**src/rtl/strobe_dll_consts.vh**
```
// constants for the strobe phase-shift loop controller
`ifndef STROBE_DLL_CONSTS_VH
`define STROBE_DLL_CONSTS_VH
// ****************************************
// register byte offsets
// ****************************************
`define OFS_CTRL 8'h00
`define OFS_REF_SEL 8'h04
`define OFS_STATUS 8'h08
`define OFS_LOOP_OFS 8'h0c
`define OFS_SIDE_OFS 8'h10
`define OFS_SLOT_SEL 8'h14
`define OFS_PIN_SEL 8'h18
`define OFS_SETTING 8'h1c
// ****************************************
// field positions
// ****************************************
`define CTRL_ENABLE 0
`define CTRL_LOW_JITTER 1
`define CTRL_SLOW 2
`define REF_SEL_PIN 2
`define SLOT_OUT 2
// ****************************************
// reset values
// ****************************************
`define RST_CTRL 3'h0
`define RST_REF_SEL 12'h000
`define RST_LOOP_OFS 32'h0000_0000
`define RST_SIDE_OFS 32'h0000_0000
`define RST_SLOT_SEL 32'h0000_0000
`define RST_PIN_SEL 16'h0000
// ****************************************
// timing counts, lock in reference cycles, slow delay in ps
// ****************************************
`define LOCK_REF_CYCLES_LJ 11'd1280
`define LOCK_REF_CYCLES_STD 11'd256
`define STROBE_SLOW_MAX_PS 2500
`define CHAIN_ELEMENTS 16
`endif

```
**src/rtl/strobe_phase_shift_dll_control.v**
```verilog
// strobe phase-shift loop controller with apb register access
`timescale 1ns/1ps
`include "strobe_dll_consts.vh"
// Behaviour
// - shift read strobes used as incoming clocks
// - loops shared; per-side offset trims setting
// - each pin picks one of two settings
// - all pins take new settings together
// - loop setting word is Gray-coded
// - lock within 1280 or 256 reference cycles
// - below 100 MHz clamp delay to 2.5 ns
// - two or four loops, one frequency each
// - each loop has two outputs, one with offset
// - two loops reach top, bottom, right
// - four loops reach two adjacent sides
// - bank pins use either or both loops
// - one loop serves both adjacent sides
// - reference from pll or dedicated pin
// - reference through chain, phase compared
// - comparator steps 6-bit Gray setting counter
module strobe_phase_shift_dll_control #(
  parameter NL = 4,
  parameter NP = 4,
  parameter [5:0] SLOW_MAX_SETTING = 6'h0f
) (
  input wire pclk,
  input wire presetn,
  input wire psel,
  input wire penable,
  input wire pwrite,
  input wire [7:0] paddr,
  input wire [31:0] pwdata,
  output wire pready,
  output reg [31:0] prdata,
  output reg pslverr,
  input wire [NL-1:0] ref_pll,
  input wire [NL*4-1:0] ref_pin,
  input wire [NL-1:0] cmp_late,
  output reg [NL*6-1:0] loop_gray,
  output reg [NL*5-1:0] chain_taps,
  output reg [NL-1:0] loop_locked,
  output reg [4*NP*6-1:0] pin_delay
);
  localparam SW = NL * 6;

  // ****************************************
  // registers
  // ****************************************
  reg [2:0] ctrl_q;
  reg [11:0] ref_sel_q;
  reg [31:0] loop_ofs_q;
  reg [31:0] side_ofs_q;
  reg [31:0] slot_sel_q;
  reg [15:0] pin_sel_q;
  reg [SW-1:0] sync1_q;
  reg [SW-1:0] sync2_q;
  reg [NL-1:0] ref_q;
  reg [SW-1:0] bin_q;
  reg [NL*11-1:0] cnt_q;
  wire [NL-1:0] ref_edge;
  wire enable;
  wire low_jitter;
  wire slow;
  wire [10:0] lock_target;
  wire wr_en;
  wire rd_setup;
  wire update;
  reg [31:0] rdata_d;
  reg addr_ok;
  reg [4*2*6-1:0] slot_val;
  integer s;
  integer k;
  integer j;

  assign enable = ctrl_q[`CTRL_ENABLE];
  assign low_jitter = ctrl_q[`CTRL_LOW_JITTER];
  assign slow = ctrl_q[`CTRL_SLOW];
  assign lock_target = low_jitter ? `LOCK_REF_CYCLES_LJ : `LOCK_REF_CYCLES_STD;
  assign update = |ref_edge;

  // ****************************************
  // helpers
  // ****************************************
  // which loop can reach which side (0 left, 1 bottom, 2 right, 3 top)
  function reach;
    input [1:0] l;
    input [1:0] sd;
    begin
      if (NL == 2)
        reach = (l < 2'd2) && (sd != 2'd0);
      else
      begin
        case (l)
          2'd0: reach = (sd == 2'd3) || (sd == 2'd0);
          2'd1: reach = (sd == 2'd0) || (sd == 2'd1);
          2'd2: reach = (sd == 2'd1) || (sd == 2'd2);
          default: reach = (sd == 2'd2) || (sd == 2'd3);
        endcase
      end
    end
  endfunction

  // base plus two signed trims, saturated, clamped in slow mode
  function [5:0] trim;
    input [5:0] base;
    input [5:0] o1;
    input [5:0] o2;
    input slw;
    reg signed [8:0] t;
    begin
      t = $signed({3'b000, base}) + $signed({{3{o1[5]}}, o1}) + $signed({{3{o2[5]}}, o2});
      if (t < 0)
        trim = 6'h00;
      else if (t > 9'sd63)
        trim = 6'h3f;
      else
        trim = t[5:0];
      if (slw && (trim > SLOW_MAX_SETTING))
        trim = SLOW_MAX_SETTING;
    end
  endfunction

  function [5:0] to_gray;
    input [5:0] b;
    begin
      to_gray = b ^ {1'b0, b[5:1]};
    end
  endfunction

  // ****************************************
  // apb slave
  // ****************************************
  assign pready = 1'b1;
  assign wr_en = psel && penable && pwrite;
  assign rd_setup = psel && !penable;

  always @*
  begin
    rdata_d = 32'h0000_0000;
    addr_ok = 1'b1;
    if (paddr == `OFS_CTRL)
      rdata_d = {29'h0, ctrl_q};
    else if (paddr == `OFS_REF_SEL)
      rdata_d = {20'h00000, ref_sel_q};
    else if (paddr == `OFS_STATUS)
      rdata_d[NL-1:0] = loop_locked;
    else if (paddr == `OFS_LOOP_OFS)
      rdata_d = loop_ofs_q;
    else if (paddr == `OFS_SIDE_OFS)
      rdata_d = side_ofs_q;
    else if (paddr == `OFS_SLOT_SEL)
      rdata_d = slot_sel_q;
    else if (paddr == `OFS_PIN_SEL)
      rdata_d = {16'h0000, pin_sel_q};
    else if (paddr == `OFS_SETTING)
    begin
      for (j = 0; j < NL; j = j + 1)
        rdata_d[j*8 +: 6] = loop_gray[j*6 +: 6];
    end
    else
      addr_ok = 1'b0;
  end

  always @(posedge pclk or negedge presetn)
  begin
    if (!presetn)
    begin
      ctrl_q <= `RST_CTRL;
      ref_sel_q <= `RST_REF_SEL;
      loop_ofs_q <= `RST_LOOP_OFS;
      side_ofs_q <= `RST_SIDE_OFS;
      slot_sel_q <= `RST_SLOT_SEL;
      pin_sel_q <= `RST_PIN_SEL;
      prdata <= 32'h0000_0000;
      pslverr <= 1'b0;
    end
    else
    begin
      if (rd_setup)
      begin
        prdata <= pwrite ? 32'h0000_0000 : rdata_d;
        pslverr <= !addr_ok;
      end
      if (wr_en)
      begin
        if (paddr == `OFS_CTRL)
          ctrl_q <= pwdata[2:0];
        else if (paddr == `OFS_REF_SEL)
          ref_sel_q <= pwdata[11:0];
        else if (paddr == `OFS_LOOP_OFS)
          loop_ofs_q <= pwdata;
        else if (paddr == `OFS_SIDE_OFS)
          side_ofs_q <= pwdata;
        else if (paddr == `OFS_SLOT_SEL)
          slot_sel_q <= pwdata;
        else if (paddr == `OFS_PIN_SEL)
          pin_sel_q <= pwdata[15:0];
      end
    end
  end

  // ****************************************
  // input synchronisers
  // ****************************************
  always @(posedge pclk or negedge presetn)
  begin
    if (!presetn)
    begin
      sync1_q <= {SW{1'b0}};
      sync2_q <= {SW{1'b0}};
    end
    else
    begin
      sync1_q <= {cmp_late, ref_pin, ref_pll};
      sync2_q <= sync1_q;
    end
  end

  // ****************************************
  // per-loop setting counter and lock
  // ****************************************
  genvar l;
  generate
    for (l = 0; l < NL; l = l + 1)
    begin : g_loop
      wire [2:0] sel;
      wire ref_now;
      wire late;
      wire [5:0] bin;
      wire [10:0] cnt;
      reg [5:0] nb;
      assign sel = ref_sel_q[l*3 +: 3];
      assign ref_now = sel[`REF_SEL_PIN] ? sync2_q[NL + l*4 + sel[1:0]] : sync2_q[l];
      assign late = sync2_q[NL*5 + l];
      assign ref_edge[l] = ref_now && !ref_q[l] && enable;
      assign bin = bin_q[l*6 +: 6];
      assign cnt = cnt_q[l*11 +: 11];

      // chain too long steps down, too short steps up
      always @*
      begin
        nb = bin;
        if (late && (bin != 6'h00))
          nb = bin - 6'd1;
        else if (!late && (bin != 6'h3f))
          nb = bin + 6'd1;
      end

      always @(posedge pclk or negedge presetn)
      begin
        if (!presetn)
        begin
          ref_q[l] <= 1'b0;
          bin_q[l*6 +: 6] <= 6'h00;
          cnt_q[l*11 +: 11] <= 11'd0;
          loop_locked[l] <= 1'b0;
          loop_gray[l*6 +: 6] <= 6'h00;
          chain_taps[l*5 +: 5] <= 5'd1;
        end
        else
        begin
          ref_q[l] <= ref_now;
          if (!enable)
          begin
            cnt_q[l*11 +: 11] <= 11'd0;
            loop_locked[l] <= 1'b0;
          end
          else if (ref_edge[l])
          begin
            bin_q[l*6 +: 6] <= nb;
            loop_gray[l*6 +: 6] <= to_gray(nb);
            chain_taps[l*5 +: 5] <= {1'b0, nb[5:2]} + 5'd1;
            if (cnt < lock_target)
              cnt_q[l*11 +: 11] <= cnt + 11'd1;
            if (cnt + 11'd1 >= lock_target)
              loop_locked[l] <= 1'b1;
          end
        end
      end
    end
  endgenerate

  // ****************************************
  // per-side slot settings
  // ****************************************
  // each side has two slots, each from a reaching loop and output
  always @*
  begin
    slot_val = {48{1'b0}};
    for (s = 0; s < 4; s = s + 1)
    begin
      for (k = 0; k < 2; k = k + 1)
      begin
        if (reach(slot_sel_q[s*8 + k*4 +: 2], s[1:0]) && (slot_sel_q[s*8 + k*4 +: 2] < NL))
          slot_val[(s*2 + k)*6 +: 6] = trim(bin_q[slot_sel_q[s*8 + k*4 +: 2]*6 +: 6],
            slot_sel_q[s*8 + k*4 + `SLOT_OUT] ? loop_ofs_q[slot_sel_q[s*8 + k*4 +: 2]*8 +: 6] : 6'h00,
            side_ofs_q[s*8 +: 6], slow);
      end
    end
  end

  // ****************************************
  // strobe pin delay words
  // ****************************************
  genvar p;
  generate
    for (p = 0; p < 4 * NP; p = p + 1)
    begin : g_pin
      wire [5:0] pick;
      assign pick = slot_val[((p / NP) * 2 + pin_sel_q[p]) * 6 +: 6];
      always @(posedge pclk or negedge presetn)
      begin
        if (!presetn)
          pin_delay[p*6 +: 6] <= 6'h00;
        else if (update)
          pin_delay[p*6 +: 6] <= to_gray(pick);
      end
    end
  endgenerate
endmodule // strobe_phase_shift_dll_control

```
**config.mk**
```make
export PLATFORM = sky130hd
export DESIGN_NAME = strobe_phase_shift_dll_control
export DESIGN_NICKNAME = d
export VERILOG_FILES = /design/src/rtl/strobe_phase_shift_dll_control.v
export VERILOG_INCLUDE_DIRS = /design/src /design/src/rtl
export SDC_FILE = /design/constraint.sdc
export NUM_CORES = 1
export LEC_CHECK = 0
export BUFFER_PORTS_ARGS = -buffer_cell sky130_fd_sc_hd__buf_4
export CAP_MARGIN = 10
export CORE_ASPECT_RATIO = 0.8
export CORE_UTILIZATION = 57
export CTS_CLUSTER_DIAMETER = 30
export DETAILED_ROUTE_END_ITERATION = 6
export PLACE_DENSITY = 0.77
export REMOVE_ABC_BUFFERS = 1
export SYNTH_ARGS = -nofsm -noshare
export SYNTH_HDL_FRONTEND = slang
export SYNTH_SLANG_ARGS = --single-unit
```
**constraint.sdc**
```tcl
create_clock -name pclk -period 6.3 [get_ports pclk]
set_clock_uncertainty 0.1 [all_clocks]
set_input_delay 0.63 -clock pclk [delete_from_list [all_inputs] [get_ports pclk]]
set_output_delay 0.63 -clock pclk [all_outputs]
set_load 0.01 [all_outputs]
```
==> flow_summary.toml, run 1 <==
[status]
status = "finished clean"

[clock_network]
htreeDepth = 3
cts_tree = "done"
post_cts_buffers = 0
cts_buffer_depth = 3
insertion_delay_ps = 650
cts_sinks = 416
cts_buffers = 79
cts_root_buffer = "clkbuf_16"
clkTransAtPathRegs_ps = 60

[synthesis]
ys_seq_area_share_pct = 40.0
ys.flop_type = "dfrtp_1"
synth_cells = 2415
yosys_warnings = 0
avgSynthCellArea_sq_um = 10.8
yosysUniqueCellTypes = 78
synth_edf_count = 0
async_flop_share_pct = 100
synth.cell_area_sq_um = 26100
ys_ff_latch = 416

[power_and_ir_drop]
power.switching_uw = 2020
powerDensity_nw_per_um2 = 256
p_seq_share_pct = 36.5
p_int_uw = 5970
clkPwrFrac_pct = 55.5
p_leak_uw = 0.0147
swShare_pct = 25.3
p_comb_share_pct = 7.9
ir_drop_uv = 228

[global_route]
grt_overflow = 0
grt_pass1_wl_um = 123000
grt_pass1_vias = 21249
antenna_found_initial = 2
grt.total_usage_pct = 34.7
grt_max_degree = 152

[worst_setup_path]
setup.worst_path.class = "flip-flop to flip-flop"
reg2reg_to = "pin_delay[94]$_DFFE_PN0P_"
crit_arrival_ps = 5680
cp.depth = 13
r2r_slack_ps = 960
start_kind = "flip-flop"
endpoint_kind = "flip-flop"
reg2reg_from = "slot_sel_q[24]$_DFFE_PN0P_"
reg2reg_depth = 13
path_cells = "mux4_2 > and2_1 > fa_1 > ha_1 > fa_1 > a21o_1 > a211oi_1 > mux2i_1 > o31a_1 > o311ai_0 > mux2i_1 > xnor2_1 > a21oi_1"
critPathRequiredTime_ps = 6640
cp_num_buf_inv = 0
cpPeakStageDelay_ps = 850
critPathSlowestCell = "dfrtp_1"
path_delay_family = "compound AO/OA/AOI/OAI gates"
startpoint = "slot_sel_q[24]$_DFFE_PN0P_"
cp_max_fo = 16
crit_end = "pin_delay[94]$_DFFE_PN0P_"

[routing]
via_per_inst = 6.44
first_pass_iters = 7
drc = 0
ant_nets = 0
wirelength_um = 79000
num_vias = 21215
avgRoutedWirePerCell_um = 24.0
drt_iter0_drc = 2584

[floorplan]
core_sq_um = 44700
die_area_sq_um = 46600
die_w_um = 241
fp-row-count = 69
die_h_um = 193
io_pins = 247
start_util_pct = 58.3

[place]
dp_hpwl_um = 54300
dp_slack_ps = 1200
port_buffers = 245
gp_congestion = 0.964
place_inst = 3122

[sta]
fin_ws_ps = 965
period_needed_ps = 5340
slew_viol_final = 0
final_min_period_over_clock_period_pct = 84.7
hold_viol_final = 0
fmax_ghz = 0.187
setup_viol = 0
max-slew-margin-rel_pct = 25.9
hold_slack_ps = 133
tightest_slew_ps = 1110
finalSetupTns_ps = 0
rsz0062_at_grt = "false"

[job]
maxCapViolations = 0

[cells_and_area]
area_growth_pct = 20.0
fin_cells = 3295
drive_above_1_share_pct = 25.5
final_util_pct = 69.9
layout.nets = 2859

[worst_hold_path]
whs_path_depth = 2
hold_class = "primary input to flip-flop"
final cells by class:
class	instances	area (sq um)
Timing Repair Buffer	289	2260
Clock inverter	50	684
Antenna cell	2	5.00
Sequential cell	416	10400
Clock buffer	95	2160
Fill cell	3196	13500
Tap cell	603	754
Inverter	77	289
Multi-Input combinational cell	1763	14700
power by group through the flow:
stage / sequential, uW / combinational [uW] / clock [uW]
floorplan: 2970 / 255 / 0
global placement: 2960 / 603 / 0
detailed placement: 2960 / 617 / 0
CTS: 2920 / 636 / 4480
global route: 2940 / 696 / 4620
finish: 2920 / 632 / 4440
metrics by stage:
step                total power [uW]  instance area [sq um]
finish                          8000                  31300
global placement                3560                  28200
CTS                             8030                  31300
global route                    8260                  31300
floorplan                       3220                  25400
detailed placement              3580                  28200
logic make-up (layout without fill, tap and decap cells):
| group | after synthesis | count (layout) | synth area share [%] |
|---|---|---|---|
| simple gates | 668 | 668 | 12.3 |
| compound gates | 496 | 496 | 13.2 |
| flops | 416 | 416 | 40.0 |
| mux | 277 | 277 | 15.8 |
| buf+inv | 236 | 511 | 3.64 |
| fa+ha+maj | 164 | 164 | 9.72 |
| xor+xnor | 157 | 157 | 5.28 |
| other cells | 1 | 3 | 0.0144 |
registers in the layout, indices dropped and copies added (netlist names), 20 cells and up:
register / cells
sync1_q: 24
side_ofs_q: 32
loop_gray: 24
pin_delay: 96
g_loop.cnt: 44
g_loop.bin: 20
loop_ofs_q: 32
sync2_q: 24
slot_sel_q: 32
prdata: 32
cells in the final DEF (no fill, tap or decap), types with 32 or more instances in the layout:
cell type,synthesis,final
dfrtp_1,412,411
buf_4,10,260
nand2_1,243,243
mux2_2,161,161
nor2_1,152,149
o21ai_0,107,107
xnor2_1,104,104
ha_1,100,100
mux4_2,92,92
a21oi_1,84,84
clkbuf_16,0,80
inv_1,76,76
and2_1,72,72
fa_1,64,64
xor2_1,53,53
nand3_1,45,45
a22oi_1,43,43
a221o_1,34,34
o211ai_1,32,32
how the worst min path moves through the flow:
stage                     slack, ps                    endpoint                   from
final                           130  side_ofs_q[28]$_DFFE_PN0P_             pwdata[28]
after global routing            120  slot_sel_q[16]$_DFFE_PN0P_             pwdata[16]
after CTS                       130  side_ofs_q[28]$_DFFE_PN0P_             pwdata[28]
after detailed placement        230       sync2_q[14]$_DFF_PN0_  sync1_q[14]$_DFF_PN0_
after global placement          230       sync2_q[18]$_DFF_PN0_  sync1_q[18]$_DFF_PN0_
after floorplan                 230  chain_taps[12]$_DFFE_PN0P_                presetn
metal layers:
metal,track usage [%],vias to the layer above,routed length (um)
li1,-,9183,-
met1,47.6,10491,31600
met2,51.3,1282,34900
met3,11.2,255,9430
met4,13.3,4,3060
met5,0,-,27
repair_timing:
action                     4_1_cts  5_1_grt
setup endpoints to repair        0        0
gates resized for setup          0        0
hold endpoints to repair        94        0
hold buffers                    25        0
synthesized netlist by cell type (all sizes together) (6+ instances only):
cell     instances  area share, %
and3            14           0.34
o211ai          32           0.92
nor3            26           0.50
and2            72            1.7
o21a            14           0.40
mux4            92            8.0
ha             100            4.8
or4b             6           0.23
o2bb2ai          7           0.24
a22oi           43            1.2
clkbuf         118            1.7
xor2            53            1.8
dfrtp          412             40
a211oi          19           0.57
or3             17           0.41
nand3           45           0.86
nor2b            6           0.17
o22ai           11           0.26
a31oi           17           0.41
o21bai          10           0.29
a21o            31           0.89
a221o           34            1.3
or4              7           0.20
nor3b           10           0.29
fa              64            4.9
a21boi          16           0.46
a21oi           84            1.6
o31ai            6           0.17
inv             76            1.1
a2111oi          6           0.25
nand3b           6           0.17
nand2b          17           0.41
a222oi          20           0.77
o21ai          110            2.1
nor2           152            2.2
nor4            11           0.32
mux2i           21           0.81
xnor2          104            3.5
a211o            7           0.24
nand2          243            3.5
and4             6           0.20
mux2           164            7.1
buf             41           0.83
nand4           20           0.48
(Power assumes the default switching activity.)
==> inputs of run 2 (changes only) <==
CORE_UTILIZATION = 55   (was 57)
PLACE_DENSITY = 0.78   (was 0.77)
clock period = 4.3 ns   (was 6.3 ns; I/O delays follow)
==> run 2 against run 1 <==
Against the previous run:
- the flow now finishes with violations (DRC, setup timing)
- via count grew 7.6%
- largest cell class unchanged
- critical path type unchanged
- critical path depth grew 4
- design area grew 12%
- cell count grew 9.0%
- hold slack lost 94 ps
- combinational power grew 77%
- fmax grew 19%
- register-to-register slack lost 1100 ps
- global-route usage grew 1.9 points
- sequential cell count is the same
==> flow_summary.toml, run 2 (synthesized netlist as in run 1, its figures left out) <==
[status]
status = "finished, violations left"
violations = "DRC, setup timing"

[floorplan]
fp-row-count = 70
die_h_um = 197
core_sq_um = 46200
die_area_sq_um = 48200
start_util_pct = 56.3
die_w_um = 245
io_pins = 247

[cells_and_area]
largest-register = "pin_delay"
area_growth_pct = 34.0
final_common_cell = "buf_4"
drive_above_1_share_pct = 37.3
fin_cells = 3590
final_cell_mix = "buf_4, dfrtp_1, nand2_1, mux2_2, nor2_1"
largest_reg_flops = 96
layout.nets = 3141

[global_route]
grt_pass1_wl_um = 134000
antenna_found_initial = 2
grt.total_usage_pct = 36.6
grt_pass1_vias = 22999
grt_max_degree = 101
grt_overflow = 0

[clock_network]
cts_buffers = 84
cts_tree = "done"
cts_sinks = 416
clkTransAtPathRegs_ps = 50
cts_buffer_depth = 3
cts_root_buffer = "clkbuf_16"
insertion_delay_ps = 640
htreeDepth = 3

[routing]
avgRoutedWirePerCell_um = 24.9
drc = 7
wirelength_um = 89500
via_per_inst = 6.36
first_pass_iters = 7
drt_iter0_drc = 2394
num_vias = 22824
ant_nets = 0

[worst_setup_path]
start_kind = "flip-flop"
crit_arrival_ps = 4900
setup.worst_path.class = "flip-flop to flip-flop"
cp_max_fo = 5
endpoint_kind = "flip-flop"
critPathRequiredTime_ps = 4720

[sta]
period_needed_ps = 4480
slew_viol_final = 0
hold_slack_ps = 39.2
setup_viol = 39
fmax_ghz = 0.223
tightest_slew_ps = 1080
final_min_period_over_clock_period_pct = 104
fin_ws_ps = -179
finalSetupTns_ps = -3440
max-slew-margin-rel_pct = 28.3
hold_viol_final = 0
rsz0062_at_grt = "true"

[power_and_ir_drop]
p_comb_share_pct = 8.9
powerDensity_nw_per_um2 = 362
clkPwrFrac_pct = 57.4
power.switching_uw = 3080
fin_total_pwr_uw = 12600
swShare_pct = 24.4
p_int_uw = 9550
ir_drop_uv = 331
p_leak_uw = 0.0164
p_seq_share_pct = 33.7

[place]
gp_congestion = 0.999
port_buffers = 245
place_inst = 3330
dp_slack_ps = -451
dp_hpwl_um = 60700

[worst_hold_path]
hold_class = "primary input to flip-flop"

[job]
maxCapViolations = 0
run 2: final cells by class:
type                       count  area, sq um
multi-input combinational   1763        15600
inverter                      77          289
clock inverter                52          886
fill                        2852        11300
timing repair buffer         566         4650
sequential                   416        10500
antenna                        2         5.00
tap                          612          766
clock buffer                 102         2250
run 2: repair_timing:
action,in CTS,in global routing
endpoints found under the setup margin,74,96
pin swaps,30,74
buffers inserted,23,31
hold buffers,50,0
gates resized for setup,116,152
hold endpoints to repair,201,0
run 2: power groups by stage:
stage / registers (uW) / logic (uW) / clock network [uW]
final: 4260 / 1120 / 7250
after global routing: 4280 / 1200 / 7480
after CTS: 4260 / 1070 / 7260
after detailed placement: 4320 / 997 / 0
after global placement: 4300 / 965 / 0
after floorplan: 4350 / 374 / 0
run 2: path summary, 6_finish.rpt:
path	end	start	depth (start not counted)	slack, ps
worst max-delay path	pin_delay[72]$_DFFE_PN0P_	loop_ofs_q[19]$_DFFE_PN0P_	17	-180
min in group asynchronous	pin_delay[13]$_DFFE_PN0P_	presetn	2	390
worst max register to register	pin_delay[72]$_DFFE_PN0P_	loop_ofs_q[19]$_DFFE_PN0P_	17	-180
max in group asynchronous	loop_ofs_q[13]$_DFFE_PN0P_	presetn	3	2680
worst min register to register	sync2_q[18]$_DFF_PN0_	sync1_q[18]$_DFF_PN0_	0	240
worst min-delay path	ref_sel_q[10]$_DFFE_PN0P_	pwdata[10]	2	40
run 2: metrics by stage:
step           area, sq um  util [%]
2_1_floorplan        25400         -
3_3_place_gp         29800      64.4
3_5_place_dp         29800      64.4
4_1_cts              34100      73.7
5_1_grt              34900      75.5
6_report             34900      75.5
run 2: worst max-delay path, stage by stage, from the launching register on:
cell and delay [ps]:
dfrtp_1 430, buf_6 160, mux4_2 440, and2_1 180, fa_1 480, ha_4 300, nand3_1 80, o211ai_1 380
buf_4 190, o211a_1 190, a2111oi_4 50, buf_4 180, buf_4 150, nor4bb_4 280, buf_4 160, nand2_1 110
mux2_2 300, o21ai_0 180
run 2: routing by layer:
metal  track usage [%]  vias up  wire length, um
met4              16.3        0             3760
li1                  -     9770                -
met5                 0        -                0
met1              47.9    11415            34800
met2              56.9     1351            41300
met3              10.3      288             9700
